### src/rtl/sgp_pkg.sv
// Purpose: Shared constants for the port E, F and G pin logic.
// Assumes: Byte-wide register port with a one-cycle read latency.
// Notes: Direction register offsets are local to this block.
package sgp_pkg;
  localparam int unsigned E_WIDTH = 8;
  localparam int unsigned F_WIDTH = 7;
  localparam int unsigned G_WIDTH = 3;
  localparam int unsigned DATA_WIDTH = 8;
  localparam int unsigned ADDR_WIDTH = 8;
  // Number of timer channels that can claim port pins.
  localparam int unsigned TA_CHANNELS = 6;
  localparam int unsigned TB_CHANNELS = 2;

  localparam logic [7:0] ADDR_PORT_E_LATCH = 8'h08;
  localparam logic [7:0] ADDR_PORT_F_LATCH = 8'h09;
  localparam logic [7:0] ADDR_PORT_G_LATCH = 8'h0A;
  localparam logic [7:0] ADDR_PORT_E_DIRECTION = 8'h0C;
  localparam logic [7:0] ADDR_PORT_F_DIRECTION = 8'h0D;
  localparam logic [7:0] ADDR_PORT_G_DIRECTION = 8'h0E;

  localparam logic [7:0] RESET_E_DIRECTION = 8'h00;
  localparam logic [6:0] RESET_F_DIRECTION = 7'h00;
  localparam logic [2:0] RESET_G_DIRECTION = 3'h0;
  localparam logic [7:0] READ_UNMAPPED = 8'h00;

  // Port E bit positions of the borrowed functions.
  localparam int unsigned BIT_E_SPI_CLOCK = 7;
  localparam int unsigned BIT_E_SPI_MOSI = 6;
  localparam int unsigned BIT_E_SPI_MISO = 5;
  localparam int unsigned BIT_E_SPI_SELECT = 4;
  localparam int unsigned BIT_E_TA_CH1 = 3;
  localparam int unsigned BIT_E_TA_CH0 = 2;
  localparam int unsigned BIT_E_SCI_RX = 1;
  localparam int unsigned BIT_E_SCI_TX = 0;
  // Port F: bits 3..0 carry timer A channels 5..2, bits 5..4 timer B 1..0.
  localparam int unsigned F_TA_FIRST_CHANNEL = 2;
  localparam int unsigned F_TA_PINS = 4;
  localparam int unsigned F_TB_FIRST_BIT = 4;

  typedef struct packed {
    logic [7:0] eLatch;
    logic [6:0] fLatch;
    logic [2:0] gLatch;
    logic [7:0] eDir;
    logic [6:0] fDir;
    logic [2:0] gDir;
    logic [7:0] eSync1;
    logic [7:0] eSync2;
    logic [6:0] fSync1;
    logic [6:0] fSync2;
    logic [2:0] gSync1;
    logic [2:0] gSync2;
    logic [7:0] eOut;
    logic [7:0] eOe;
    logic [6:0] fOut;
    logic [6:0] fOe;
    logic [2:0] gOut;
    logic [2:0] gOe;
    logic [7:0] rdData;
  } sgp_state_t;
endpackage : sgp_pkg

### src/rtl/sgp_ports.sv
// Purpose: Pin logic, latches and direction registers of ports E, F, G.
// Assumes: Pins arrive asynchronously; peripherals run on this clock.
// Notes: Pin drive is registered, so it follows a write by one cycle.
`timescale 1ns/10ps
module sgp_ports
  import sgp_pkg::*;
#(
  parameter int unsigned ADDR_BITS = ADDR_WIDTH
) (
  // Clock and reset.
  input wire logic clock,
  input wire logic reset,
  // Register port.
  input wire logic [ADDR_BITS-1:0] address,
  input wire logic [DATA_WIDTH-1:0] writeData,
  input wire logic writeStrobe,
  input wire logic readStrobe,
  output logic [DATA_WIDTH-1:0] readData,
  // Peripheral enables.
  input wire logic serialPeriphEnable,
  input wire logic serialPeriphMasterSelect,
  input wire logic asyncSerialEnable,
  input wire logic [2*TA_CHANNELS-1:0] timerAEdgeLevelSelect,
  input wire logic [2*TB_CHANNELS-1:0] timerBEdgeLevelSelect,
  input wire logic [G_WIDTH-1:0] keypadIrqEnable,
  // Peripheral drive for claimed pins.
  input wire logic [E_WIDTH-1:0] periphEOut,
  input wire logic [E_WIDTH-1:0] periphEOutEnable,
  input wire logic [F_WIDTH-1:0] periphFOut,
  input wire logic [F_WIDTH-1:0] periphFOutEnable,
  // Synchronised pin levels for the peripherals.
  output logic [E_WIDTH-1:0] pinESampled,
  output logic [F_WIDTH-1:0] pinFSampled,
  output logic [G_WIDTH-1:0] keypadInput,
  // Port E pins.
  input wire logic [E_WIDTH-1:0] pinEIn,
  output logic [E_WIDTH-1:0] pinEOut,
  output logic [E_WIDTH-1:0] pinEOutEnable,
  // Port F pins.
  input wire logic [F_WIDTH-1:0] pinFIn,
  output logic [F_WIDTH-1:0] pinFOut,
  output logic [F_WIDTH-1:0] pinFOutEnable,
  // Port G pins.
  input wire logic [G_WIDTH-1:0] pinGIn,
  output logic [G_WIDTH-1:0] pinGOut,
  output logic [G_WIDTH-1:0] pinGOutEnable
);

  // Three low address bits already keep every register offset apart once
  // the offsets are cut to ADDR_BITS bits; the check below asks for four.
  if (ADDR_BITS < 4) begin : gen_bad_addr
    $error("sgp_ports: ADDR_BITS too small for the register map.");
  end
  // The field slices below are written for byte data and these widths.
  if (DATA_WIDTH != 8) begin : gen_bad_data
    $error("sgp_ports: DATA_WIDTH must be 8.");
  end
  if (E_WIDTH != 8 || F_WIDTH != 7 || G_WIDTH != 3) begin : gen_bad_ports
    $error("sgp_ports: port widths do not match the pin logic.");
  end
  // Port F carries four timer A pins with the timer B pins above them.
  if (F_TA_FIRST_CHANNEL + F_TA_PINS > TA_CHANNELS) begin : gen_bad_ta
    $error("sgp_ports: port F timer A pins exceed the timer A channels.");
  end
  if (F_TB_FIRST_BIT + TB_CHANNELS > F_WIDTH) begin : gen_bad_tb
    $error("sgp_ports: port F timer B pins exceed the port width.");
  end

  sgp_state_t s_q;
  sgp_state_t s_d;
  logic [E_WIDTH-1:0] claimE;
  logic [F_WIDTH-1:0] claimF;

  // A timer channel owns its pin when either edge/level select bit is set.
  function automatic logic channelActive(input logic [1:0] edgeLevelSelect);
    channelActive = |edgeLevelSelect;
  endfunction : channelActive

  // A read returns the latch for output bits and the pin for input bits.
  function automatic logic [7:0] mixRead(input logic [7:0] latch,
                                         input logic [7:0] dir,
                                         input logic [7:0] pin);
    mixRead = (latch & dir) | (pin & ~dir);
  endfunction : mixRead

  // Register selected by an address; SEL_NONE covers every unmapped one.
  typedef enum logic [2:0] {
    SEL_NONE,
    SEL_E_LATCH,
    SEL_F_LATCH,
    SEL_G_LATCH,
    SEL_E_DIRECTION,
    SEL_F_DIRECTION,
    SEL_G_DIRECTION
  } sgp_reg_sel_t;

  // Offsets are cut or widened to the bus width, so a narrow bus still
  // decodes without reaching past its top bit.
  function automatic sgp_reg_sel_t regSelect(
      input logic [ADDR_BITS-1:0] regAddress);
    unique case (regAddress)
      ADDR_BITS'(ADDR_PORT_E_LATCH): regSelect = SEL_E_LATCH;
      ADDR_BITS'(ADDR_PORT_F_LATCH): regSelect = SEL_F_LATCH;
      ADDR_BITS'(ADDR_PORT_G_LATCH): regSelect = SEL_G_LATCH;
      ADDR_BITS'(ADDR_PORT_E_DIRECTION): regSelect = SEL_E_DIRECTION;
      ADDR_BITS'(ADDR_PORT_F_DIRECTION): regSelect = SEL_F_DIRECTION;
      ADDR_BITS'(ADDR_PORT_G_DIRECTION): regSelect = SEL_G_DIRECTION;
      default: regSelect = SEL_NONE;
    endcase
  endfunction : regSelect

  always_comb begin
    claimE = '0;
    claimE[BIT_E_SPI_CLOCK] = serialPeriphEnable;
    claimE[BIT_E_SPI_MOSI] = serialPeriphEnable;
    claimE[BIT_E_SPI_MISO] = serialPeriphEnable;
    claimE[BIT_E_SPI_SELECT] = serialPeriphEnable
                               & ~serialPeriphMasterSelect;
    claimE[BIT_E_TA_CH1] = channelActive(timerAEdgeLevelSelect[3:2]);
    claimE[BIT_E_TA_CH0] = channelActive(timerAEdgeLevelSelect[1:0]);
    claimE[BIT_E_SCI_RX] = asyncSerialEnable;
    claimE[BIT_E_SCI_TX] = asyncSerialEnable;
    claimF = '0;
    for (int i = 0; i < F_TA_PINS; i++) begin
      claimF[i] = channelActive(
        timerAEdgeLevelSelect[2*(i+F_TA_FIRST_CHANNEL) +: 2]);
    end
    for (int i = 0; i < TB_CHANNELS; i++) begin
      claimF[F_TB_FIRST_BIT+i] =
        channelActive(timerBEdgeLevelSelect[2*i +: 2]);
    end
  end

  always_comb begin
    s_d = s_q;
    s_d.eSync1 = pinEIn;
    s_d.eSync2 = s_q.eSync1;
    s_d.fSync1 = pinFIn;
    s_d.fSync2 = s_q.fSync1;
    s_d.gSync1 = pinGIn;
    s_d.gSync2 = s_q.gSync1;

    // Latches load on every write, whatever the direction bits hold.
    if (writeStrobe) begin
      unique case (regSelect(address))
        SEL_E_LATCH: s_d.eLatch = writeData;
        SEL_F_LATCH: s_d.fLatch = writeData[6:0];
        SEL_G_LATCH: s_d.gLatch = writeData[2:0];
        SEL_E_DIRECTION: s_d.eDir = writeData;
        SEL_F_DIRECTION: s_d.fDir = writeData[6:0];
        SEL_G_DIRECTION: s_d.gDir = writeData[2:0];
        default: ;
      endcase
    end

    // Direction picks latch or pin even on claimed pins.
    s_d.rdData = READ_UNMAPPED;
    if (readStrobe) begin
      unique case (regSelect(address))
        SEL_E_LATCH:
          s_d.rdData = mixRead(s_q.eLatch, s_q.eDir, s_q.eSync2);
        SEL_F_LATCH:
          s_d.rdData = mixRead({1'b0, s_q.fLatch}, {1'b0, s_q.fDir},
                               {1'b0, s_q.fSync2});
        SEL_G_LATCH:
          s_d.rdData = mixRead({5'h00, s_q.gLatch}, {5'h00, s_q.gDir},
                               {5'h00, s_q.gSync2});
        SEL_E_DIRECTION: s_d.rdData = s_q.eDir;
        SEL_F_DIRECTION: s_d.rdData = {1'b0, s_q.fDir};
        SEL_G_DIRECTION: s_d.rdData = {5'h00, s_q.gDir};
        default: s_d.rdData = READ_UNMAPPED;
      endcase
    end

    // Pin drive uses the values settled at this edge, so a direction
    // change and the latch write before it never overlap on the pin.
    s_d.eOut = (claimE & periphEOut) | (~claimE & s_q.eLatch);
    s_d.eOe = (claimE & periphEOutEnable)
              | (~claimE & s_q.eDir);
    // A claimed slave select is an input whatever the SPI offers.
    if (claimE[BIT_E_SPI_SELECT]) begin
      s_d.eOe[BIT_E_SPI_SELECT] = 1'b0;
    end
    s_d.fOut = (claimF & periphFOut) | (~claimF & s_q.fLatch);
    s_d.fOe = (claimF & periphFOutEnable)
              | (~claimF & s_q.fDir);
    s_d.gOut = s_q.gLatch;
    // A keypad pin is held as an input so it cannot fight the key.
    s_d.gOe = s_q.gDir & ~keypadIrqEnable;
  end

  // Latches are left out of reset on purpose, so they keep their data.
  always_ff @(posedge clock) begin
    if (reset) begin
      s_q.eDir <= RESET_E_DIRECTION;
      s_q.fDir <= RESET_F_DIRECTION;
      s_q.gDir <= RESET_G_DIRECTION;
      s_q.eSync1 <= '0;
      s_q.eSync2 <= '0;
      s_q.fSync1 <= '0;
      s_q.fSync2 <= '0;
      s_q.gSync1 <= '0;
      s_q.gSync2 <= '0;
      s_q.eOut <= '0;
      s_q.eOe <= '0;
      s_q.fOut <= '0;
      s_q.fOe <= '0;
      s_q.gOut <= '0;
      s_q.gOe <= '0;
      s_q.rdData <= READ_UNMAPPED;
    end else begin
      s_q <= s_d;
    end
  end

  assign readData = s_q.rdData;
  assign pinESampled = s_q.eSync2;
  assign pinFSampled = s_q.fSync2;
  assign keypadInput = s_q.gSync2;
  assign pinEOut = s_q.eOut;
  assign pinEOutEnable = s_q.eOe;
  assign pinFOut = s_q.fOut;
  assign pinFOutEnable = s_q.fOe;
  assign pinGOut = s_q.gOut;
  assign pinGOutEnable = s_q.gOe;

endmodule : sgp_ports

### config.mk
export PLATFORM = sky130hd
export DESIGN_NAME = sgp_ports
export DESIGN_NICKNAME = d
export VERILOG_FILES = /design/src/rtl/sgp_pkg.sv /design/src/rtl/sgp_ports.sv
export SDC_FILE = /design/constraint.sdc
export NUM_CORES = 1
export LEC_CHECK = 0
export ABC_AREA = 1
export BUFFER_PORTS_ARGS = -buffer_cell sky130_fd_sc_hd__buf_2
export CAP_MARGIN = 15
export CORE_MARGIN = 2
export CORE_UTILIZATION = 26
export DETAILED_ROUTE_END_ITERATION = 12
export HOLD_SLACK_MARGIN = 0.05
export MAX_ROUTING_LAYER = met4
export SETUP_SLACK_MARGIN = 0.02
export SLEW_MARGIN = 20
export SYNTH_ARGS = -nofsm -noshare
export SYNTH_HDL_FRONTEND = slang
export SYNTH_SLANG_ARGS = --single-unit
### constraint.sdc
create_clock -name clock -period 3.4 [get_ports clock]
set_input_delay 0.34 -clock clock [delete_from_list [all_inputs] [get_ports clock]]
set_output_delay 0.34 -clock clock [all_outputs]
set_load 0.05 [all_outputs]
==> impl_metrics.py <==
metrics = {
    "global_route": {
        "grtUsageTotal_pct": 13.2,
        "antenna_found_initial": 3,
        "overflow": 0,
        "grt_pass1_vias": 3587,
        "grt_max_degree": 48,
        "grt_pass1_wl_mm": 19.0,
    },
    "timing": {
        "finalSetupViolCount": 0,
        "skew_ns": 0.0173,
        "post-route-period-util_pct": 57.0,
        "clock.fmax_mhz": 516,
        "max_slew_margin_pct": 45.0,
        "worst_pin_slew_ns": 0.821,
        "tns_ns": 0,
        "final-hold-violation-count": 0,
        "period_needed_ns": 1.94,
        "slew_viol_final": 0,
        "rsz0062_at_grt": "false",
    },
    "placed_design": {
        "hpwl_mm": 8.84,
        "io_buffers": 148,
        "gp_congestion": 0.885,
        "post_dp_cell_area_mm2": 0.00526,
    },
    "synth": {
        "ys_seq_elements": 116,
        "yosys_warnings": 0,
        "synthCells": 585,
        "ys_seq_area_share_pct": 52.4,
        "synth_area_per_cell_um2": 8.17,
        "netlist_area_mm2": 0.00478,
        "ys_types": 25,
        "mappedNetlistNets": 675,
    },
    "finish": {
        "multi_input_area_mm2": 0.00143,
        "drive_gt1_share_pct": 28.3,
        "ff_latch_area_mm2": 0.00250,
        "final_common_cell": "buf_2",
        "fin_area_mm2": 0.00585,
        "final_nets": 767,
        "fillCellCount": 1961,
        "mostFrequentLayoutCells": "buf_2 (148), nor2_1 (102), dfxtp_1 (98)",
        "area_growth_pct": 22.4,
    },
    "clock_network": {
        "clockBufferDepth": 2,
        "tritoncts": "built",
        "post_cts_resized": 0,
        "cts-root-buf": "clkbuf_16",
        "clk_latency_ns": 0.42,
        "htreeDepth": 4,
        "hold_buffers": 0,
        "clock_sinks": 116,
        "cts_setup_buffers": 0,
        "cts-buffers-inserted": 17,
        "clkTransAtPathRegs_ns": 0.05,
    },
    "power": {
        "switching_power_uw": 817,
        "vdd_drop_max_mv": 0.345,
        "p_clk_share_pct": 49.8,
        "power.density_mw_per_mm2": 595,
        "pwr-share-seq_pct": 41.7,
        "switching_share_pct": 23.5,
        "p_comb_share_pct": 8.4,
        "intPower_mw": 2.66,
        "p_leak_nw": 2.76,
    },
    "route": {
        "wl_met2_mm": 5.17,
        "viasPerCell": 4.02,
        "routed-wl-met3_um": 866,
        "route.detailed.drc": 0,
        "drt_iter0_markers": 109,
        "wl_met1_mm": 5.74,
        "dr.pass1.iters": 5,
        "wl_per_cell_um": 13.0,
        "top_layer": "met4",
        "vias": 3699,
        "wirelength_mm": 12.0,
        "antenna_left": 0,
    },
    "die": {
        "start_util_pct": 26.5,
        "die_x_um": 140,
        "die_y_um": 140,
        "core_area_mm2": 0.0180,
        "dieArea_mm2": 0.0195,
        "rows": 49,
        "io_pins": 152,
    },
    "setup_path": {
        "crit_fanout": 28,
        "crit_arrival_ns": 1.97,
        "critPathKind": "input pin to flop",
        "start_kind": "input pin",
        "worst_setup_path_end_kind": "flop",
        "crit_required_ns": 3.43,
    },
    "min_path": {
        "hold_path_class": "input pin to flop",
    },
    "status": {
        "status": "finished, final reports clean",
    },
    "flow_run": {
        "maxCapViolCount": 0,
    },
}
## kinds of logic after synthesis
logic type,count (synthesis),share of synthesized area [%]
flops,116,52.4
compound gates,84,8.87
buf+inv,154,17.7
simple gates,231,21.0
## synth_stat cells
cell	number	area, µm²
nand3_4	2	35.0
nand2_1	79	297
o21ai_2	1	8.76
o21ai_1	7	35.0
edfxtp_1	18	541
nor2_4	2	22.5
buf_6	4	45.0
dfxtp_1	98	1960
inv_1	73	274
nor2_1	102	383
nor3_1	11	55.1
nand3b_1	1	7.51
o21ai_0	46	230
nand2_2	3	18.8
clkbuf_1	4	15.0
inv_2	4	15.0
a21oi_1	30	150
buf_2	2	10.0
nor3b_2	1	12.5
nand3_1	24	120
buf_4	63	473
nor2_8	1	20.0
nand3_2	1	10.0
buf_1	4	15.0
nor2_2	4	25.0
## final cells by class
type / instances / share of cell area [%]
Sequential cell: 116 / 42.8
Multi-Input combinational cell: 315 / 24.4
Timing Repair Buffer: 150 / 12.9
Clock buffer: 28 / 9.20
Inverter: 77 / 4.94
Tap cell: 229 / 4.90
Clock inverter: 3 / 0.684
Antenna cell: 3 / 0.128
## registers in the layout, summed over array words and instances (netlist names), 7 cells and up
name and cells:
s_q 33, s_d 21, pinEOutEnable 8, pinEOut 8
pinESampled 8, readData 8, pinFOutEnable 7, pinFOut 7
pinFSampled 7
## per-stage QoR
stage | utilization (%) | worst slack [ns] | instances | hold slack [ns] | power (mW)
after floorplan | - | 1.72 | 585 | 0.388 | 1.71
after global placement | 29.2 | 1.12 | 887 | 0.388 | 1.77
after detailed placement | 29.2 | 1.04 | 887 | 0.392 | 1.78
after CTS | 32.4 | 1.49 | 918 | 0.0547 | 3.55
after global routing | 32.5 | 1.36 | 921 | 0.0719 | 3.62
final | 32.5 | 1.46 | 921 | 0.0885 | 3.48
## path summary, 6_finish.rpt
check,startpoint,endpoint,slack (ns),depth (start not counted)
worst min-delay path,keypadIrqEnable[2],pinGOutEnable[2],0.09,2
worst max register to register,s_q[109],readData[1],2.34,6
worst min register to register,s_d[46],keypadInput[2],0.40,2
worst max-delay path,address[6],s_q[102],1.46,8
## worst max-delay path, stage by stage
cell	delay [ns]
buf_2	0.09
inv_1	0.04
nand2_1	0.11
nor2_8	0.36
inv_2	0.09
nor2_2	0.18
nand2_1	0.11
nor3b_2	0.63
## power groups by stage
| stage | Clock, mW | Combinational [mW] | Sequential [mW] |
|---|---|---|---|
| finish | 1.73 | 0.294 | 1.45 |
| CTS | 1.80 | 0.297 | 1.45 |
| global route | 1.84 | 0.324 | 1.45 |
| global placement | 0 | 0.295 | 1.48 |
| detailed placement | 0 | 0.297 | 1.48 |
| floorplan | 0 | 0.235 | 1.47 |
## layer usage
metal | up-vias | global-route usage [%]
met5 | - | -
met4 | 0 | 6.32
met1 | 1584 | 17.0
met2 | 138 | 18.8
met3 | 16 | 4.03
li1 | 1961 | -
Note: power is estimated with default switching activity, not from simulation.
